--- src/xec_map.svh ---
/*
 * register offsets, field positions and reset values of the transfer
 * error capture block.
 * assumes a 32-bit avalon-mm slave with word-aligned byte addresses.
 */
`ifndef XEC_MAP_SVH
`define XEC_MAP_SVH

// byte addresses (word index times four)
`define XEC_ADDR_STATUS   6'h00
`define XEC_ADDR_ENABLE   6'h04
`define XEC_ADDR_CLEAR    6'h08
`define XEC_ADDR_DETAILS  6'h0c
`define XEC_ADDR_COMMAND  6'h10
`define XEC_ADDR_CFGERR   6'h14

// error flag bit positions, shared by status, enable and clear
`define XEC_BIT_CFG       3
`define XEC_BIT_REQ       2
`define XEC_BIT_RSVD      1
`define XEC_BIT_BUS       0
`define XEC_FLAG_W        4
// flags that may raise the line, and the two upper causes alone
`define XEC_FLAG_USED     4'hd
`define XEC_FLAG_HI       4'hc

// details field positions
`define XEC_DET_CHAIN     17
`define XEC_DET_IRQC      16
`define XEC_DET_CODE_HI   13
`define XEC_DET_CODE_LO   8
`define XEC_DET_STAT_HI   3
`define XEC_DET_STAT_LO   0
// every details bit that is not reserved
`define XEC_DET_USED      32'h0003_3f0f

// command bit
`define XEC_CMD_REEVAL    0

// reset values
`define XEC_RST_FLAGS     4'h0
`define XEC_RST_DETAILS   32'h0000_0000
`define XEC_STAT_NONE     4'h0
`define XEC_ZERO32        32'h0000_0000

`endif

--- src/xec_pkg.sv ---
/*
 * types of the transfer error capture block.
 * assumes the constants of xec_map.svh for field positions.
 */
package xec_pkg;

    // state of the block, registered as one struct
    typedef struct packed {
        logic [3:0]  flags;      // sticky error status
        logic [3:0]  enable;     // interrupt enable per cause
        logic [31:0] details;    // captured failing transaction
        logic        pulse_gap;  // forces irq low for one cycle
        logic        ack;        // bus answer cycle
        logic [31:0] rdata;
    } xec_state_t;

endpackage

--- src/xec_error_capture.sv ---
/*
 * transfer error capture: sticky error flags, per-cause interrupt
 * enables, write-one-to-clear, failing transaction details, and one
 * level error interrupt with a re-evaluation pulse.
 * assumes a synchronous avalon-mm master on clk_i and status buses from
 * the endpoints that are valid for one cycle when nonzero.
 */
// Overview of operation
// enable bit 3 gates config address error
// enable bit 2 gates request error
// enable bit 0 gates bus error
// software writes zero to enable bit 1
// clear bit 3 clears config flag only
// clear bit 2 clears request flag only
// clear bit 0 clears bus flag, details
// details bit 17 holds chain option
// details bit 16 holds irq option
// details bits 13..8 hold completion code
// details bits 3..0 hold nonzero status
// same cycle: record the nonzero status
// both nonzero: write status wins
// irq when enabled flag is set
// bad request sets request error flag
// bus error sets flag, details readable
// command bit 0 re-pulses error line
// details load with bus error flag
// new error beats same-cycle clear
`timescale 1ns/1ps
`include "xec_map.svh"

module xec_error_capture
    import xec_pkg::*;
(
    input  wire logic        clk_i,
    input  wire logic        reset_i,
    // avalon-mm slave
    input  wire logic [5:0]  avs_address_i,
    input  wire logic        avs_read_i,
    input  wire logic        avs_write_i,
    input  wire logic [31:0] avs_writedata_i,
    input  wire logic [3:0]  avs_byteenable_i,
    output logic [31:0]      avs_readdata_o,
    output logic             avs_waitrequest_o,
    // error sources
    input  wire logic        cfg_addr_err_i,
    input  wire logic        req_bad_i,
    input  wire logic [3:0]  rd_status_i,
    input  wire logic [3:0]  wr_status_i,
    input  wire logic        txn_chain_i,
    input  wire logic        txn_irqc_i,
    input  wire logic [5:0]  txn_code_i,
    // interrupt
    output logic             error_irq_o
);

    xec_state_t st_ff;
    xec_state_t nxt_st;

    logic       req;
    logic       wr_acc;
    logic       rd_acc;
    logic [3:0] set_vec;
    logic [3:0] clr_vec;
    logic [3:0] txn_stat;
    logic       be_lo;

    // one wait cycle per access: seen on the first edge, taken on the
    // second, where waitrequest is low; a write lands only there, and
    // read data is snapshotted early so it stands in the answer cycle
    assign req    = (avs_read_i | avs_write_i) & ~st_ff.ack;
    assign wr_acc = avs_write_i & st_ff.ack;
    assign rd_acc = avs_read_i & ~st_ff.ack;
    assign be_lo  = avs_byteenable_i[0];
    assign avs_waitrequest_o = (avs_read_i | avs_write_i) & ~st_ff.ack;

    // status pick: write beats read, else whichever is nonzero
    always_comb begin
        if (wr_status_i != `XEC_STAT_NONE) begin
            txn_stat = wr_status_i;
        end else begin
            txn_stat = rd_status_i;
        end
    end

    // hardware set and software clear vectors
    always_comb begin
        set_vec = `XEC_RST_FLAGS;
        set_vec[`XEC_BIT_CFG] = cfg_addr_err_i;
        set_vec[`XEC_BIT_REQ] = req_bad_i;
        set_vec[`XEC_BIT_BUS] = (txn_stat != `XEC_STAT_NONE);
        clr_vec = `XEC_RST_FLAGS;
        if (wr_acc && be_lo && avs_address_i == `XEC_ADDR_CLEAR) begin

            clr_vec = avs_writedata_i[`XEC_FLAG_W-1:0];
            clr_vec[`XEC_BIT_RSVD] = 1'b0;
        end
    end

    // next state
    always_comb begin
        nxt_st = st_ff;
        nxt_st.ack = req;
        nxt_st.pulse_gap = 1'b0;
        // set wins over clear
        nxt_st.flags = (st_ff.flags & ~clr_vec) | set_vec;
        // details: bus clear wipes, a new status capture overrides it
        if (clr_vec[`XEC_BIT_BUS]) begin
            nxt_st.details = `XEC_RST_DETAILS;
        end
        if (set_vec[`XEC_BIT_BUS]) begin
            nxt_st.details = `XEC_ZERO32;
            nxt_st.details[`XEC_DET_CHAIN] = txn_chain_i;
            nxt_st.details[`XEC_DET_IRQC] = txn_irqc_i;
            nxt_st.details[`XEC_DET_CODE_HI:`XEC_DET_CODE_LO]
                = txn_code_i;
            nxt_st.details[`XEC_DET_STAT_HI:`XEC_DET_STAT_LO]
                = txn_stat;
        end
        // register writes; bit 1 of enable is kept as written, unused
        if (wr_acc && be_lo) begin
            if (avs_address_i == `XEC_ADDR_ENABLE) begin
                nxt_st.enable = avs_writedata_i[`XEC_FLAG_W-1:0];
            end else if (avs_address_i == `XEC_ADDR_COMMAND) begin
                // low gap so an edge-sensitive sink sees a new pulse
                nxt_st.pulse_gap = avs_writedata_i[`XEC_CMD_REEVAL];
            end
        end
        // reads, registered for the answer cycle
        nxt_st.rdata = `XEC_ZERO32;
        if (rd_acc) begin
            if (avs_address_i == `XEC_ADDR_STATUS) begin
                nxt_st.rdata[`XEC_FLAG_W-1:0] = st_ff.flags;
            end else if (avs_address_i == `XEC_ADDR_ENABLE) begin
                nxt_st.rdata[`XEC_FLAG_W-1:0] = st_ff.enable;
            end else if (avs_address_i == `XEC_ADDR_DETAILS) begin
                nxt_st.rdata = st_ff.details;
            end else begin
                nxt_st.rdata = `XEC_ZERO32; // clear, command, unmapped
            end
        end
    end

    // state register
    always_ff @(posedge clk_i or posedge reset_i) begin
        if (reset_i) begin
            st_ff <= '0;
        end else begin
            st_ff <= nxt_st;
        end
    end

    assign avs_readdata_o = st_ff.rdata;

    // masked or of flags; reserved bit 1 never contributes
    assign error_irq_o = ~st_ff.pulse_gap & (
        (st_ff.flags[`XEC_BIT_CFG] & st_ff.enable[`XEC_BIT_CFG])
      | (st_ff.flags[`XEC_BIT_REQ] & st_ff.enable[`XEC_BIT_REQ])
      | (st_ff.flags[`XEC_BIT_BUS] & st_ff.enable[`XEC_BIT_BUS]));

    // assertions: each enabled cause drives the line, disabled ones do not
    cfg_gate_a: assert property (
        @(posedge clk_i) disable iff (reset_i)
        (!st_ff.pulse_gap && st_ff.flags[`XEC_BIT_CFG]
            && st_ff.enable[`XEC_BIT_CFG]) |-> error_irq_o)
        else $error("config error not driving irq");

    req_gate_a: assert property (
        @(posedge clk_i) disable iff (reset_i)
        (st_ff.flags[`XEC_BIT_REQ] && st_ff.enable[`XEC_BIT_REQ]
            && !st_ff.pulse_gap) |-> error_irq_o)
        else $error("request error not driving irq");

    bus_drive_a: assert property (
        @(posedge clk_i) disable iff (reset_i)
        (st_ff.flags[`XEC_BIT_BUS] && st_ff.enable[`XEC_BIT_BUS]
            && !st_ff.pulse_gap) |-> error_irq_o)
        else $error("bus error not driving irq");

    bus_gate_a: assert property (
        @(posedge clk_i) disable iff (reset_i)
        (error_irq_o && !(st_ff.flags[`XEC_BIT_BUS]
            && st_ff.enable[`XEC_BIT_BUS]))
            |-> (st_ff.flags & st_ff.enable & `XEC_FLAG_HI)
                != `XEC_RST_FLAGS)
        else $error("irq without an enabled flag");

    // the reserved enable bit alone never raises the line
    irq_low_a: assert property (
        @(posedge clk_i) disable iff (reset_i)
        ((st_ff.flags & st_ff.enable & `XEC_FLAG_USED) == `XEC_RST_FLAGS)
            |-> !error_irq_o)
        else $error("irq high with no enabled flag");

    // clears: config and request keep the details, bus wipes them
    cfg_clear_a: assert property (
        @(posedge clk_i) disable iff (reset_i)
        (wr_acc && be_lo && avs_address_i == `XEC_ADDR_CLEAR
            && avs_writedata_i[`XEC_BIT_CFG] && !cfg_addr_err_i
            && !avs_writedata_i[`XEC_BIT_BUS]
            && txn_stat == `XEC_STAT_NONE)
            |=> !st_ff.flags[`XEC_BIT_CFG] && $stable(st_ff.details))
        else $error("config clear failed");

    req_clear_a: assert property (
        @(posedge clk_i) disable iff (reset_i)
        (wr_acc && be_lo && avs_address_i == `XEC_ADDR_CLEAR
            && avs_writedata_i[`XEC_BIT_REQ] && !req_bad_i)
            |=> !st_ff.flags[`XEC_BIT_REQ])
        else $error("request clear failed");

    req_keep_a: assert property (
        @(posedge clk_i) disable iff (reset_i)
        (wr_acc && be_lo && avs_address_i == `XEC_ADDR_CLEAR
            && avs_writedata_i[`XEC_BIT_REQ]
            && !avs_writedata_i[`XEC_BIT_BUS]
            && txn_stat == `XEC_STAT_NONE)
            |=> $stable(st_ff.details))
        else $error("request clear touched details");

    bus_clear_a: assert property (
        @(posedge clk_i) disable iff (reset_i)
        (wr_acc && be_lo && avs_address_i == `XEC_ADDR_CLEAR
            && avs_writedata_i[`XEC_BIT_BUS]
            && txn_stat == `XEC_STAT_NONE)
            |=> !st_ff.flags[`XEC_BIT_BUS]
                && st_ff.details == `XEC_RST_DETAILS)
        else $error("bus clear failed");

    zero_clear_a: assert property (
        @(posedge clk_i) disable iff (reset_i)
        (wr_acc && be_lo && avs_address_i == `XEC_ADDR_CLEAR
            && avs_writedata_i[`XEC_FLAG_W-1:0] == `XEC_RST_FLAGS)
            |=> (st_ff.flags & $past(st_ff.flags)) == $past(st_ff.flags))
        else $error("zero clear dropped a flag");

    // capture of the failing transaction
    detail_load_a: assert property (
        @(posedge clk_i) disable iff (reset_i)
        (txn_stat != `XEC_STAT_NONE) |=> st_ff.flags[`XEC_BIT_BUS]
            && st_ff.details[`XEC_DET_STAT_HI:`XEC_DET_STAT_LO]
                == $past(txn_stat)
            && st_ff.details[`XEC_DET_CODE_HI:`XEC_DET_CODE_LO]
                == $past(txn_code_i)
            && st_ff.details[`XEC_DET_CHAIN] == $past(txn_chain_i))
        else $error("details not captured");

    opt_load_a: assert property (
        @(posedge clk_i) disable iff (reset_i)
        (txn_stat != `XEC_STAT_NONE)
            |=> st_ff.details[`XEC_DET_CHAIN] == $past(txn_chain_i)
            && st_ff.details[`XEC_DET_IRQC] == $past(txn_irqc_i))
        else $error("completion options not captured");

    code_load_a: assert property (
        @(posedge clk_i) disable iff (reset_i)
        (txn_stat != `XEC_STAT_NONE)
            |=> st_ff.details[`XEC_DET_CODE_HI:`XEC_DET_CODE_LO]
                == $past(txn_code_i))
        else $error("completion code not captured");

    rd_pick_a: assert property (
        @(posedge clk_i) disable iff (reset_i)
        (wr_status_i == `XEC_STAT_NONE && rd_status_i != `XEC_STAT_NONE)
            |=> st_ff.details[`XEC_DET_STAT_HI:`XEC_DET_STAT_LO]
                == $past(rd_status_i))
        else $error("read status not recorded");

    wr_prio_a: assert property (
        @(posedge clk_i) disable iff (reset_i)
        (wr_status_i != `XEC_STAT_NONE)
            |=> st_ff.details[`XEC_DET_STAT_HI:`XEC_DET_STAT_LO]
                == $past(wr_status_i))
        else $error("write status lost priority");

    rsvd_zero_a: assert property (
        @(posedge clk_i) disable iff (reset_i)
        (st_ff.details & ~`XEC_DET_USED) == `XEC_ZERO32)
        else $error("reserved details bit set");

    // hardware sets win over a clear in the same cycle
    bus_set_a: assert property (
        @(posedge clk_i) disable iff (reset_i)
        (rd_status_i != `XEC_STAT_NONE || wr_status_i != `XEC_STAT_NONE)
            |=> st_ff.flags[`XEC_BIT_BUS])
        else $error("bus error flag not set");

    set_wins_a: assert property (
        @(posedge clk_i) disable iff (reset_i)
        req_bad_i |=> st_ff.flags[`XEC_BIT_REQ])
        else $error("request error lost to clear");

    // re-evaluation: one low cycle, then the level returns
    reeval_a: assert property (
        @(posedge clk_i) disable iff (reset_i)
        (wr_acc && be_lo && avs_address_i == `XEC_ADDR_COMMAND
            && avs_writedata_i[`XEC_CMD_REEVAL]
            && (st_ff.flags & st_ff.enable & `XEC_FLAG_USED)
                != `XEC_RST_FLAGS)
            |=> !error_irq_o ##1 error_irq_o)
        else $error("re-evaluation pulse missing");

    gap_once_a: assert property (
        @(posedge clk_i) disable iff (reset_i)
        st_ff.pulse_gap |=> !st_ff.pulse_gap)
        else $error("re-evaluation gap too long");

    // bus answer: one wait cycle, read data only in the answer cycle
    wait_once_a: assert property (
        @(posedge clk_i) disable iff (reset_i)
        ((avs_read_i || avs_write_i) && avs_waitrequest_o)
            |=> !avs_waitrequest_o)
        else $error("request waited more than one cycle");

    rdata_idle_a: assert property (
        @(posedge clk_i) disable iff (reset_i)
        !(avs_read_i && !avs_waitrequest_o)
            |-> avs_readdata_o == `XEC_ZERO32)
        else $error("read data outside the answer cycle");

    unmap_read_a: assert property (
        @(posedge clk_i) disable iff (reset_i)
        (avs_read_i && avs_waitrequest_o
            && (avs_address_i == `XEC_ADDR_CLEAR
            || avs_address_i == `XEC_ADDR_COMMAND
            || avs_address_i == `XEC_ADDR_CFGERR))
            |=> avs_readdata_o == `XEC_ZERO32)
        else $error("write-only or unused word read nonzero");

endmodule

--- config.mk ---
export PLATFORM = sky130hd
export DESIGN_NAME = xec_error_capture
export DESIGN_NICKNAME = d
export VERILOG_FILES = /design/src/xec_pkg.sv /design/src/xec_error_capture.sv
export VERILOG_INCLUDE_DIRS = /design/src /design/src/src
export SDC_FILE = /design/constraint.sdc
export NUM_CORES = 1
export LEC_CHECK = 0
export BUFFER_PORTS_ARGS = -buffer_cell sky130_fd_sc_hd__buf_2
export CORE_MARGIN = 5
export CORE_UTILIZATION = 39
export DETAILED_ROUTE_END_ITERATION = 12
export GPL_TIMING_DRIVEN = 0
export PLACE_DENSITY_LB_ADDON = 0.12
export SLEW_MARGIN = 20
export SYNTH_ARGS = -nofsm -noshare
export SYNTH_HDL_FRONTEND = slang
export SYNTH_SLANG_ARGS = --single-unit
--- constraint.sdc ---
create_clock -name clk_i -period 1.16 [get_ports clk_i]
set_input_delay 0.116 -clock clk_i [delete_from_list [all_inputs] [get_ports clk_i]]
set_output_delay 0.116 -clock clk_i [all_outputs]
set_load 0.005 [all_outputs]
==> results_dict.tcl, run 1 <==
set metrics [dict create \
    status "finished with violations" \
    violations "setup timing" \
    grt_antenna_before_repair 0 \
    root_buffer "clkbuf_8" \
    n_fill_cell 350 \
    cap_viol_max_count 0 \
    finalWorstSetupSlack_ns -0.203 \
    clock.fmax_mhz 734 \
    final_common_cell "buf_2" \
    maxSlewHeadroom 0.544 \
    area_growth_pct 41.2 \
    dr.pass1.iters 4 \
    dp_hpwl_um 2960 \
    dr_total_vias 1367 \
    period_needed_ns 1.36 \
    portBuffers 46 \
    final_area_um2 2360 \
    wl_per_cell_um 14.4 \
    end_kind "flop" \
    synth_top_cell_by_area "dfrtp_1" \
    regArea_um2 826 \
    initial_core_util 0.410 \
    hold_viol 0 \
    wirelength_um 4050 \
    clk_latency_ns 0.28 \
    p_leak_nw 1.19 \
    fin_util 0.578 \
    cts.path.max_buffers 2 \
    finalCritPeriodShare 1.17 \
    netlist_instances 149 \
    num_rows 23 \
    layout-drive-gt1-share 0.517 \
    clk_pin_slew_worst_paths_ns 0.06 \
    dp_slack_ns -0.418 \
    rsz0062_at_grt "true" \
    grt_pass1_vias 1430 \
    crit_required_ns 1.32 \
    h-tree-depth 2 \
    synth_cell_types 30 \
    ys_warn_count 0 \
    vias_per_cell 4.85 \
    critPathMaxFanout 5 \
    initialDrtViolationCount 62 \
    p_clk_frac 0.343 \
    grt_max_degree 34 \
    whs_ns 0.0135 \
    drtAntennaViolNets 0 \
    final_cell_mix "44 x buf_2, 38 x buf_4, 33 x dfrtp_1" \
    core_um2 4090 \
    cts_tree "yes" \
    overflow 0 \
    finClkSkew_ns 0.00380 \
    worst_slew_pin_slew_ns 0.683 \
    grt_pass1_wl_um 6500 \
    seqPwrFrac 0.513 \
    switching_share 0.245 \
    slew_viol_final 0 \
    power.internal_w 0.00178 \
    dieArea_um2 5700 \
    num_io_pins 98 \
    multi_input_area_um2 792 \
    ys_seq_area_frac 0.493 \
    power.density_nw_per_um2 995 \
    ir_drop_mv 0.516 \
    setup-violations-final 24 \
    postPlaceCellArea_um2 2070 \
    combinationalPowerShare 0.143 \
    p_switching_w 0.000576 \
    gp_congestion 0.837 \
    cp_data_arrival_time_ns 1.52 \
    fin_nets 295 \
    synth_top_area_frac 0.493 \
    die_w_um 75.5 \
    grtUsageTotal 0.150 \
    cts.sinks 33 \
    critPathKind "reg2reg" \
    syn_area_um2 1670 \
    ys_ff_latch 33 \
    cp-start-kind "flop" \
    synth.top_cells.by_area "dfrtp_1 49%, buf_4 14%, o2bb2ai_1 4.2%" \
    numCtsBuffers 5 \
    min_path_type "in2reg" \
    antenna_cells 0 \
    syn_avg_cell_area_um2 11.2 \
    die_h_um 75.5 \
    drcViolationCount 0 \
]
[metrics by stage]
step / TNS (ns) / power (W) / cells
after global placement: -9.91 / 0.00151 / 264
after global routing: -4.59 / 0.00247 / 282
after CTS: -2.94 / 0.00236 / 281
final: -2.91 / 0.00235 / 282
after floorplan: -1.39 / 0.00139 / 168
after detailed placement: -8.20 / 0.00151 / 264
[routing by layer]
| layer | global-route usage | vias up | wire (µm) |
|---|---|---|---|
| li1 | - | 658 | - |
| met1 | 0.193 | 652 | 1660 |
| met2 | 0.244 | 51 | 2060 |
| met3 | 0.0475 | 6 | 291 |
| met4 | 0.0466 | 0 | 34 |
| met5 | 0 | - | 0 |
[flip-flops by register name, summed over array words and instances, names as in the netlist]
register / cells
avs_readdata_o: 12
st_ff: 21
[final cells by class]
class | instances | share of cell area
sequential | 33 | 0.349
multi-input combinational | 98 | 0.335
timing repair buffer | 56 | 0.140
buffer | 35 | 0.111
clock buffer | 6 | 0.0307
tap | 50 | 0.0265
clock inverter | 2 | 0.00424
inverter | 2 | 0.00318
[path summary, 6_finish.rpt]
path                                     start            endpoint  slack (ns)  cells after the start
worst min register to register       st_ff[32]           st_ff[32]        0.48                      1
max in group asynchronous              reset_i  avs_readdata_o[17]        0.24                      3
min in group asynchronous              reset_i  avs_readdata_o[10]        0.48                      3
worst max register to register       st_ff[32]           st_ff[34]       -0.20                      3
worst max-delay path                 st_ff[32]           st_ff[34]       -0.20                      3
worst min-delay path            cfg_addr_err_i           st_ff[73]        0.01                      2
[critical path, stage by stage (launching register included)]
cell	delay, ns
dfrtp_1	0.37
and4b_2	0.28
nand4_1	0.24
a311o_1	0.35
[cell usage after synthesis]
master	number
a21o_1	3
a222oi_1	1
a311o_1	4
and2_1	9
and3_1	1
and4_1	1
and4b_1	1
buf_4	32
clkbuf_1	3
conb_1	1
dfrtp_1	33
inv_1	2
mux2_2	5
nand2_1	2
nand2_2	1
nand2b_1	1
nand3_1	11
nand4_1	4
nor2_1	3
nor2b_1	3
nor3_1	1
nor3_4	1
nor4_1	2
nor4_2	3
nor4b_1	4
o211a_1	3
o21ai_0	3
o2bb2ai_1	8
or3_1	2
or4_4	1
[power by group through the flow]
stage                     Combinational (W)  Clock (W)  Sequential, W
after floorplan                    0.000170          0        0.00122
after detailed placement           0.000285          0        0.00123
after global routing               0.000372   0.000887        0.00121
final                              0.000337   0.000808        0.00121
after CTS                          0.000313   0.000844        0.00121
after global placement             0.000278          0        0.00123
[timing repair]
item	CTS	global route
hold buffers	2	0
hold endpoints to repair	34	0
buffers inserted	7	1
gates resized for setup	13	12
endpoints found under the setup margin	30	33
pin swaps	12	4
[cells by family after synthesis]
logic type             after synthesis  synth area share
and+or+nand+nor                     51             0.204
muxes                                5            0.0336
other                                1           0.00224
DFF                                 33             0.493
AOI/OAI and AO/OA                   22             0.112
buffers and inverters               37             0.155
No activity file was read; power rests on OpenSTA's default activity.
==> run 2: changes to the inputs <==
- CORE_UTILIZATION: 39 -> 43
- clock period: 1.16 -> 1.3 ns (I/O delays scaled with it)
==> run 2 against run 1 <==
Net effect: the run still ends with setup timing left; total power is 5.3% higher; worst hold slack better by 0.018 ns; clock skew is 0.0012 ns higher; register-to-register slack better by 0.15 ns; final area is 4.0% lower; flip-flop and latch count stayed put; first-iteration DRC count is 23% lower; via count is 3.3% lower; sequential power is 11% lower; non-clock buffer count is 5 lower; critical path type unchanged; largest power group is now the clock network; highest routed layer unchanged.
==> results_dict.tcl, run 2 (same netlist as run 1, synthesis figures left out) <==
set metrics [dict create \
    clock.fmax_mhz 742 \
    setup-tns-final_ns -0.605 \
    r2r-end "st_ff[70]" \
    overflow 0 \
    area_growth_pct 35.5 \
    power.internal_w 0.00195 \
    h-tree-depth 2 \
    ff2ff_setup_slack_ns -0.05 \
    power.density_nw_per_um2 1090 \
    status "finished with violations" \
    worst_slew_pin_slew_ns 0.658 \
    numCtsBuffers 5 \
    setup-violations-final 18 \
    vias_per_cell 4.81 \
    final_cell_mix "46 x buf_2, 37 x buf_4, 33 x dfrtp_1" \
    dieArea_um2 5240 \
    crit_required_ns 1.48 \
    whs_path_depth 2 \
    clk_latency_ns 0.29 \
    hold_viol 0 \
    initial_core_util 0.451 \
    finalCritPeriodShare 1.04 \
    cts_tree "yes" \
    dp_slack_ns -0.431 \
    wl_per_cell_um 13.4 \
    switching_share 0.211 \
    maxSlewHeadroom 0.560 \
    num_rows 22 \
    num_io_pins 98 \
    die_w_um 72.4 \
    layout-drive-gt1-share 0.471 \
    holdPathEnd "st_ff[72]" \
    gp_congestion 0.807 \
    clk_pin_slew_worst_paths_ns 0.06 \
    grt_pass1_vias 1327 \
    final_common_cell "buf_2" \
    p_switching_w 0.000522 \
    cap_viol_max_count 0 \
    p_leak_nw 1.16 \
    initialDrtViolationCount 48 \
    end_kind "flop" \
    fin_nets 290 \
    cts.sinks 33 \
    core_um2 3720 \
    drtAntennaViolNets 0 \
    cp_data_arrival_time_ns 1.53 \
    grt_max_degree 34 \
    critPathMaxFanout 5 \
    cp-start-kind "flop" \
    min_from "req_bad_i" \
    finClkSkew_ns 0.00505 \
    seqPwrFrac 0.435 \
    combinationalPowerShare 0.108 \
    violations "setup timing" \
    top_register "st_ff" \
    dr_total_vias 1322 \
    rsz0062_at_grt "true" \
    min_path_type "in2reg" \
    period_needed_ns 1.35 \
    root_buffer "clkbuf_8" \
    r2r_cells 4 \
    grt_pass1_wl_um 6090 \
    portBuffers 46 \
    critPathKind "reg2reg" \
    slew_viol_final 0 \
    ir_drop_mv 0.681 \
    dr.pass1.iters 4 \
    grt_antenna_before_repair 0 \
    finalPower_w 0.00248 \
    antenna_cells 0 \
    largest_register_ff_count 21 \
    p_clk_frac 0.457 \
    grtUsageTotal 0.149 \
    drcViolationCount 0 \
    worstReg2RegStart "st_ff[32]" \
    finalWorstSetupSlack_ns -0.0486 \
    cts.path.max_buffers 2 \
    dp_hpwl_um 2730 \
    wirelength_um 3680 \
    die_h_um 72.4 \
]
[run 2: cell types whose count changed in the layout (fill, tap and decap cells not counted), sizes merged]
cell,delta
buf,-4
bufinv,+2
clkbuf,-1
clkinv,-1
dlygate4sd3,-1
[run 2: area by class of cell]
class,count,area [µm²]
Buffer,34,248
Timing Repair Buffer,52,278
Multi-Input combinational cell,98,716
Tap cell,48,60.1
Fill cell,335,1450
Clock inverter,3,65.1
Inverter,2,7.51
Clock buffer,5,68.8
Sequential cell,33,826
[run 2: what timing repair did]
item	in CTS	in global routing
gates resized for setup	5	6
endpoints found under the hold margin	33	0
setup buffers	5	0
setup endpoints to repair	22	30
pin swaps	8	4
hold buffers	1	0
[run 2: stage by stage]
step	instances	util	area, µm²	hold slack (ns)
3_3_place_gp	262	0.548	2040	0.312
2_1_floorplan	168	-	1750	0.222
4_1_cts	275	0.603	2240	0.0238
3_5_place_dp	262	0.548	2040	0.269
6_report	275	0.610	2270	0.0313
5_1_grt	275	0.610	2270	0.0266
[run 2: worst max-delay path by stage]
stage                           startpoint          end  slack, ns  cells after the start
after CTS                        st_ff[69]  error_irq_o      -0.06                      3
final                            st_ff[32]    st_ff[70]      -0.05                      4
after floorplan           avs_address_i[5]    st_ff[66]      -0.07                      3
after global placement      wr_status_i[2]    st_ff[70]      -0.36                      4
after global routing             st_ff[73]  error_irq_o      -0.13                      3
after detailed placement    wr_status_i[2]    st_ff[70]      -0.43                      4
[run 2: worst max-delay path, cell delays in order (launching register included)]
cell	delay [ns]
dfrtp_1	0.38
and4b_2	0.26
nand4_1	0.23
buf_4	0.23
a21o_1	0.14
[run 2: per-layer routing]
metal | track usage | wire length [µm]
met1 | 0.178 | 1500
met2 | 0.253 | 1870
met3 | 0.0471 | 252
met4 | 0.0533 | 53
met5 | 0 | 0
[run 2: power by group through the flow]
| stage | combinational [W] | sequential (W) | clock, W |
|---|---|---|---|
| floorplan | 0.000147 | 0.00109 | 0 |
| global placement | 0.000235 | 0.00110 | 0 |
| detailed placement | 0.000242 | 0.00110 | 0 |
| CTS | 0.000258 | 0.00108 | 0.00115 |
| global route | 0.000300 | 0.00108 | 0.00120 |
| finish | 0.000268 | 0.00108 | 0.00113 |
==> run 3: changes to the inputs <==
--- a/config.mk
+++ b/config.mk
@@ -9,5 +9,5 @@
 export BUFFER_PORTS_ARGS = -buffer_cell sky130_fd_sc_hd__buf_2
 export CORE_MARGIN = 5
-export CORE_UTILIZATION = 43
+export CORE_UTILIZATION = 39
 export DETAILED_ROUTE_END_ITERATION = 12
 export GPL_TIMING_DRIVEN = 0
==> constraint.sdc (replaced) <==
create_clock -name clk_i -period 1.15 [get_ports clk_i]
set_input_delay 0.115 -clock clk_i [delete_from_list [all_inputs] [get_ports clk_i]]
set_output_delay 0.115 -clock clk_i [all_outputs]
set_load 0.05 [all_outputs]
==> run 3 against run 2 <==
Net effect: the run still ends with setup timing left; sequential power up 13%; clock-buffer cell count grew 2; flip-flop and latch count is the same; die area increased by 8.8%; sequential share of layout area shrank 2.0 points; worst hold slack got worse by 0.024 ns; critical path type is now reg2out; largest cell class unchanged.
==> results_dict.tcl, run 3 (same netlist as run 1, synthesis figures left out) <==
set metrics [dict create \
    cp_top_family "compound AO/OA/AOI/OAI gates" \
    overflow 0 \
    whs_ns 0.00740 \
    grt_max_degree 34 \
    slew_viol_final 0 \
    cp-start-kind "flop" \
    clk_latency_ns 0.28 \
    h-tree-depth 2 \
    violations "setup timing" \
    maxSlewHeadroom 0.560 \
    finClkSkew_ns 0.00820 \
    status "finished with violations" \
    final_cell_mix "42 x buf_2, 41 x buf_4, 33 x dfrtp_1" \
    grt_use_met1 0.195 \
    fin_util 0.588 \
    startpoint "st_ff[73]" \
    worstReg2RegStart "st_ff[32]" \
    finalCritPeriodShare 1.29 \
    dieArea_um2 5700 \
    power.density_nw_per_um2 1130 \
    min_path_type "in2reg" \
    finalWorstSetupSlack_ns -0.330 \
    n_fill_cell 354 \
    min_from "cfg_addr_err_i" \
    num_io_pins 98 \
    setup-violations-final 33 \
    critPathMaxStageDelay_ns 0.45 \
    vias_per_cell 4.81 \
    top_register "st_ff" \
    dp.cells 264 \
    die_w_um 75.5 \
    drcViolationCount 0 \
    critPathKind "reg2out" \
    critPathMaxFanout 2 \
    root_buffer "clkbuf_8" \
    rsz0062_at_grt "true" \
    dr.pass1.iters 4 \
    initialDrtViolationCount 73 \
    grtUsageTotal 0.152 \
    portBuffers 46 \
    drtAntennaViolNets 0 \
    crit_chain "a222oi_1, nor2_2, buf_6" \
    dp_hpwl_um 2940 \
    top_usage_layer "met2" \
    dr_total_vias 1371 \
    grt_antenna_before_repair 0 \
    crit_buf_inv 1 \
    worst_slew_pin_slew_ns 0.659 \
    crit_required_ns 1.03 \
    cap_viol_max_count 0 \
    hold_viol 0 \
    initial_core_util 0.410 \
    end_kind "output pin" \
    grt_pass1_vias 1453 \
    cp_data_arrival_time_ns 1.36 \
    slowest_stage "a222oi_1" \
    die_h_um 75.5 \
    cts.path.max_buffers 2 \
    num_rows 23 \
    stdcell_count 285 \
    ir_drop_mv 0.584 \
    area_growth_pct 43.5 \
    core_um2 4090 \
    setup-tns-final_ns -3.69 \
    period_needed_ns 1.48 \
    wirelength_um 4090 \
    cts.sinks 33 \
    final_common_cell "buf_2" \
    grt_pass1_wl_um 6570 \
    numCtsBuffers 5 \
    grtUsageMet2 0.240 \
    clk_pin_slew_worst_paths_ns 0.07 \
    cts_tree "yes" \
    gp_congestion 0.840 \
    antenna_cells 0 \
    use_met3 0.0567 \
    clock.fmax_mhz 676 \
    largest_register_ff_count 21 \
    layout-drive-gt1-share 0.532 \
    wl_per_cell_um 14.3 \
    p_leak_nw 1.22 \
    fin_nets 298 \
]
run 3: changes by cell type in the layout (fill, tap and decap cells not counted), sizes merged:
cell	delta
clkbuf	+2
bufinv	-2
buf	+8
run 3: cell type report:
class                           instances  area (µm²)  share of cell area
Tap cell                               50        62.6              0.0260
Multi-Input combinational cell         98         772               0.321
Clock inverter                          1        5.00             0.00208
Inverter                                2        7.51             0.00313
Buffer                                 34         248               0.103
Sequential cell                        33         826               0.344
Timing Repair Buffer                   60         385               0.160
Clock buffer                            7        96.3              0.0401
run 3: where the power goes:
group	total, W	internal, W	switching [W]
logic	0.000540	0.000203	0.000336
clock network	0.000946	0.000540	0.000405
registers	0.00122	0.00120	0.0000218
total	0.00270	0.00194	0.000763
run 3: timing repair:
item,4_1_cts,5_1_grt
gates resized for setup,21,10
hold buffers,1,0
pin swaps,12,10
endpoints found under the hold margin,33,0
buffers inserted,7,6
endpoints found under the setup margin,33,34
run 3: routing by layer:
metal  vias up  routed length (µm)  share of wire
met1       643                1660           0.41
met5         -                   0              0
met4         0                  74          0.018
li1        664                   -              -
met2        54                2010           0.49
met3        10                 342          0.084
run 3: metrics by stage:
| stage | total power [W] | worst slack, ns | area (µm²) |
|---|---|---|---|
| after floorplan | 0.00157 | -0.202 | 1790 |
| after global placement | 0.00169 | -0.450 | 2080 |
| after detailed placement | 0.00170 | -0.520 | 2080 |
| after CTS | 0.00268 | -0.297 | 2320 |
| after global routing | 0.00282 | -0.397 | 2400 |
| final | 0.00270 | -0.330 | 2400 |
run 3: final timing paths:
kind / endpoint / slack [ns] / depth (start not counted)
hold reg to reg: avs_readdata_o[11] / 0.49 / 1
setup / recovery: error_irq_o / -0.33 / 3
min in group asynchronous: avs_readdata_o[3] / 0.47 / 3
setup reg to reg: st_ff[70] / -0.26 / 4
hold / removal: st_ff[73] / 0.007 / 2
max in group asynchronous: st_ff[66] / 0.24 / 3
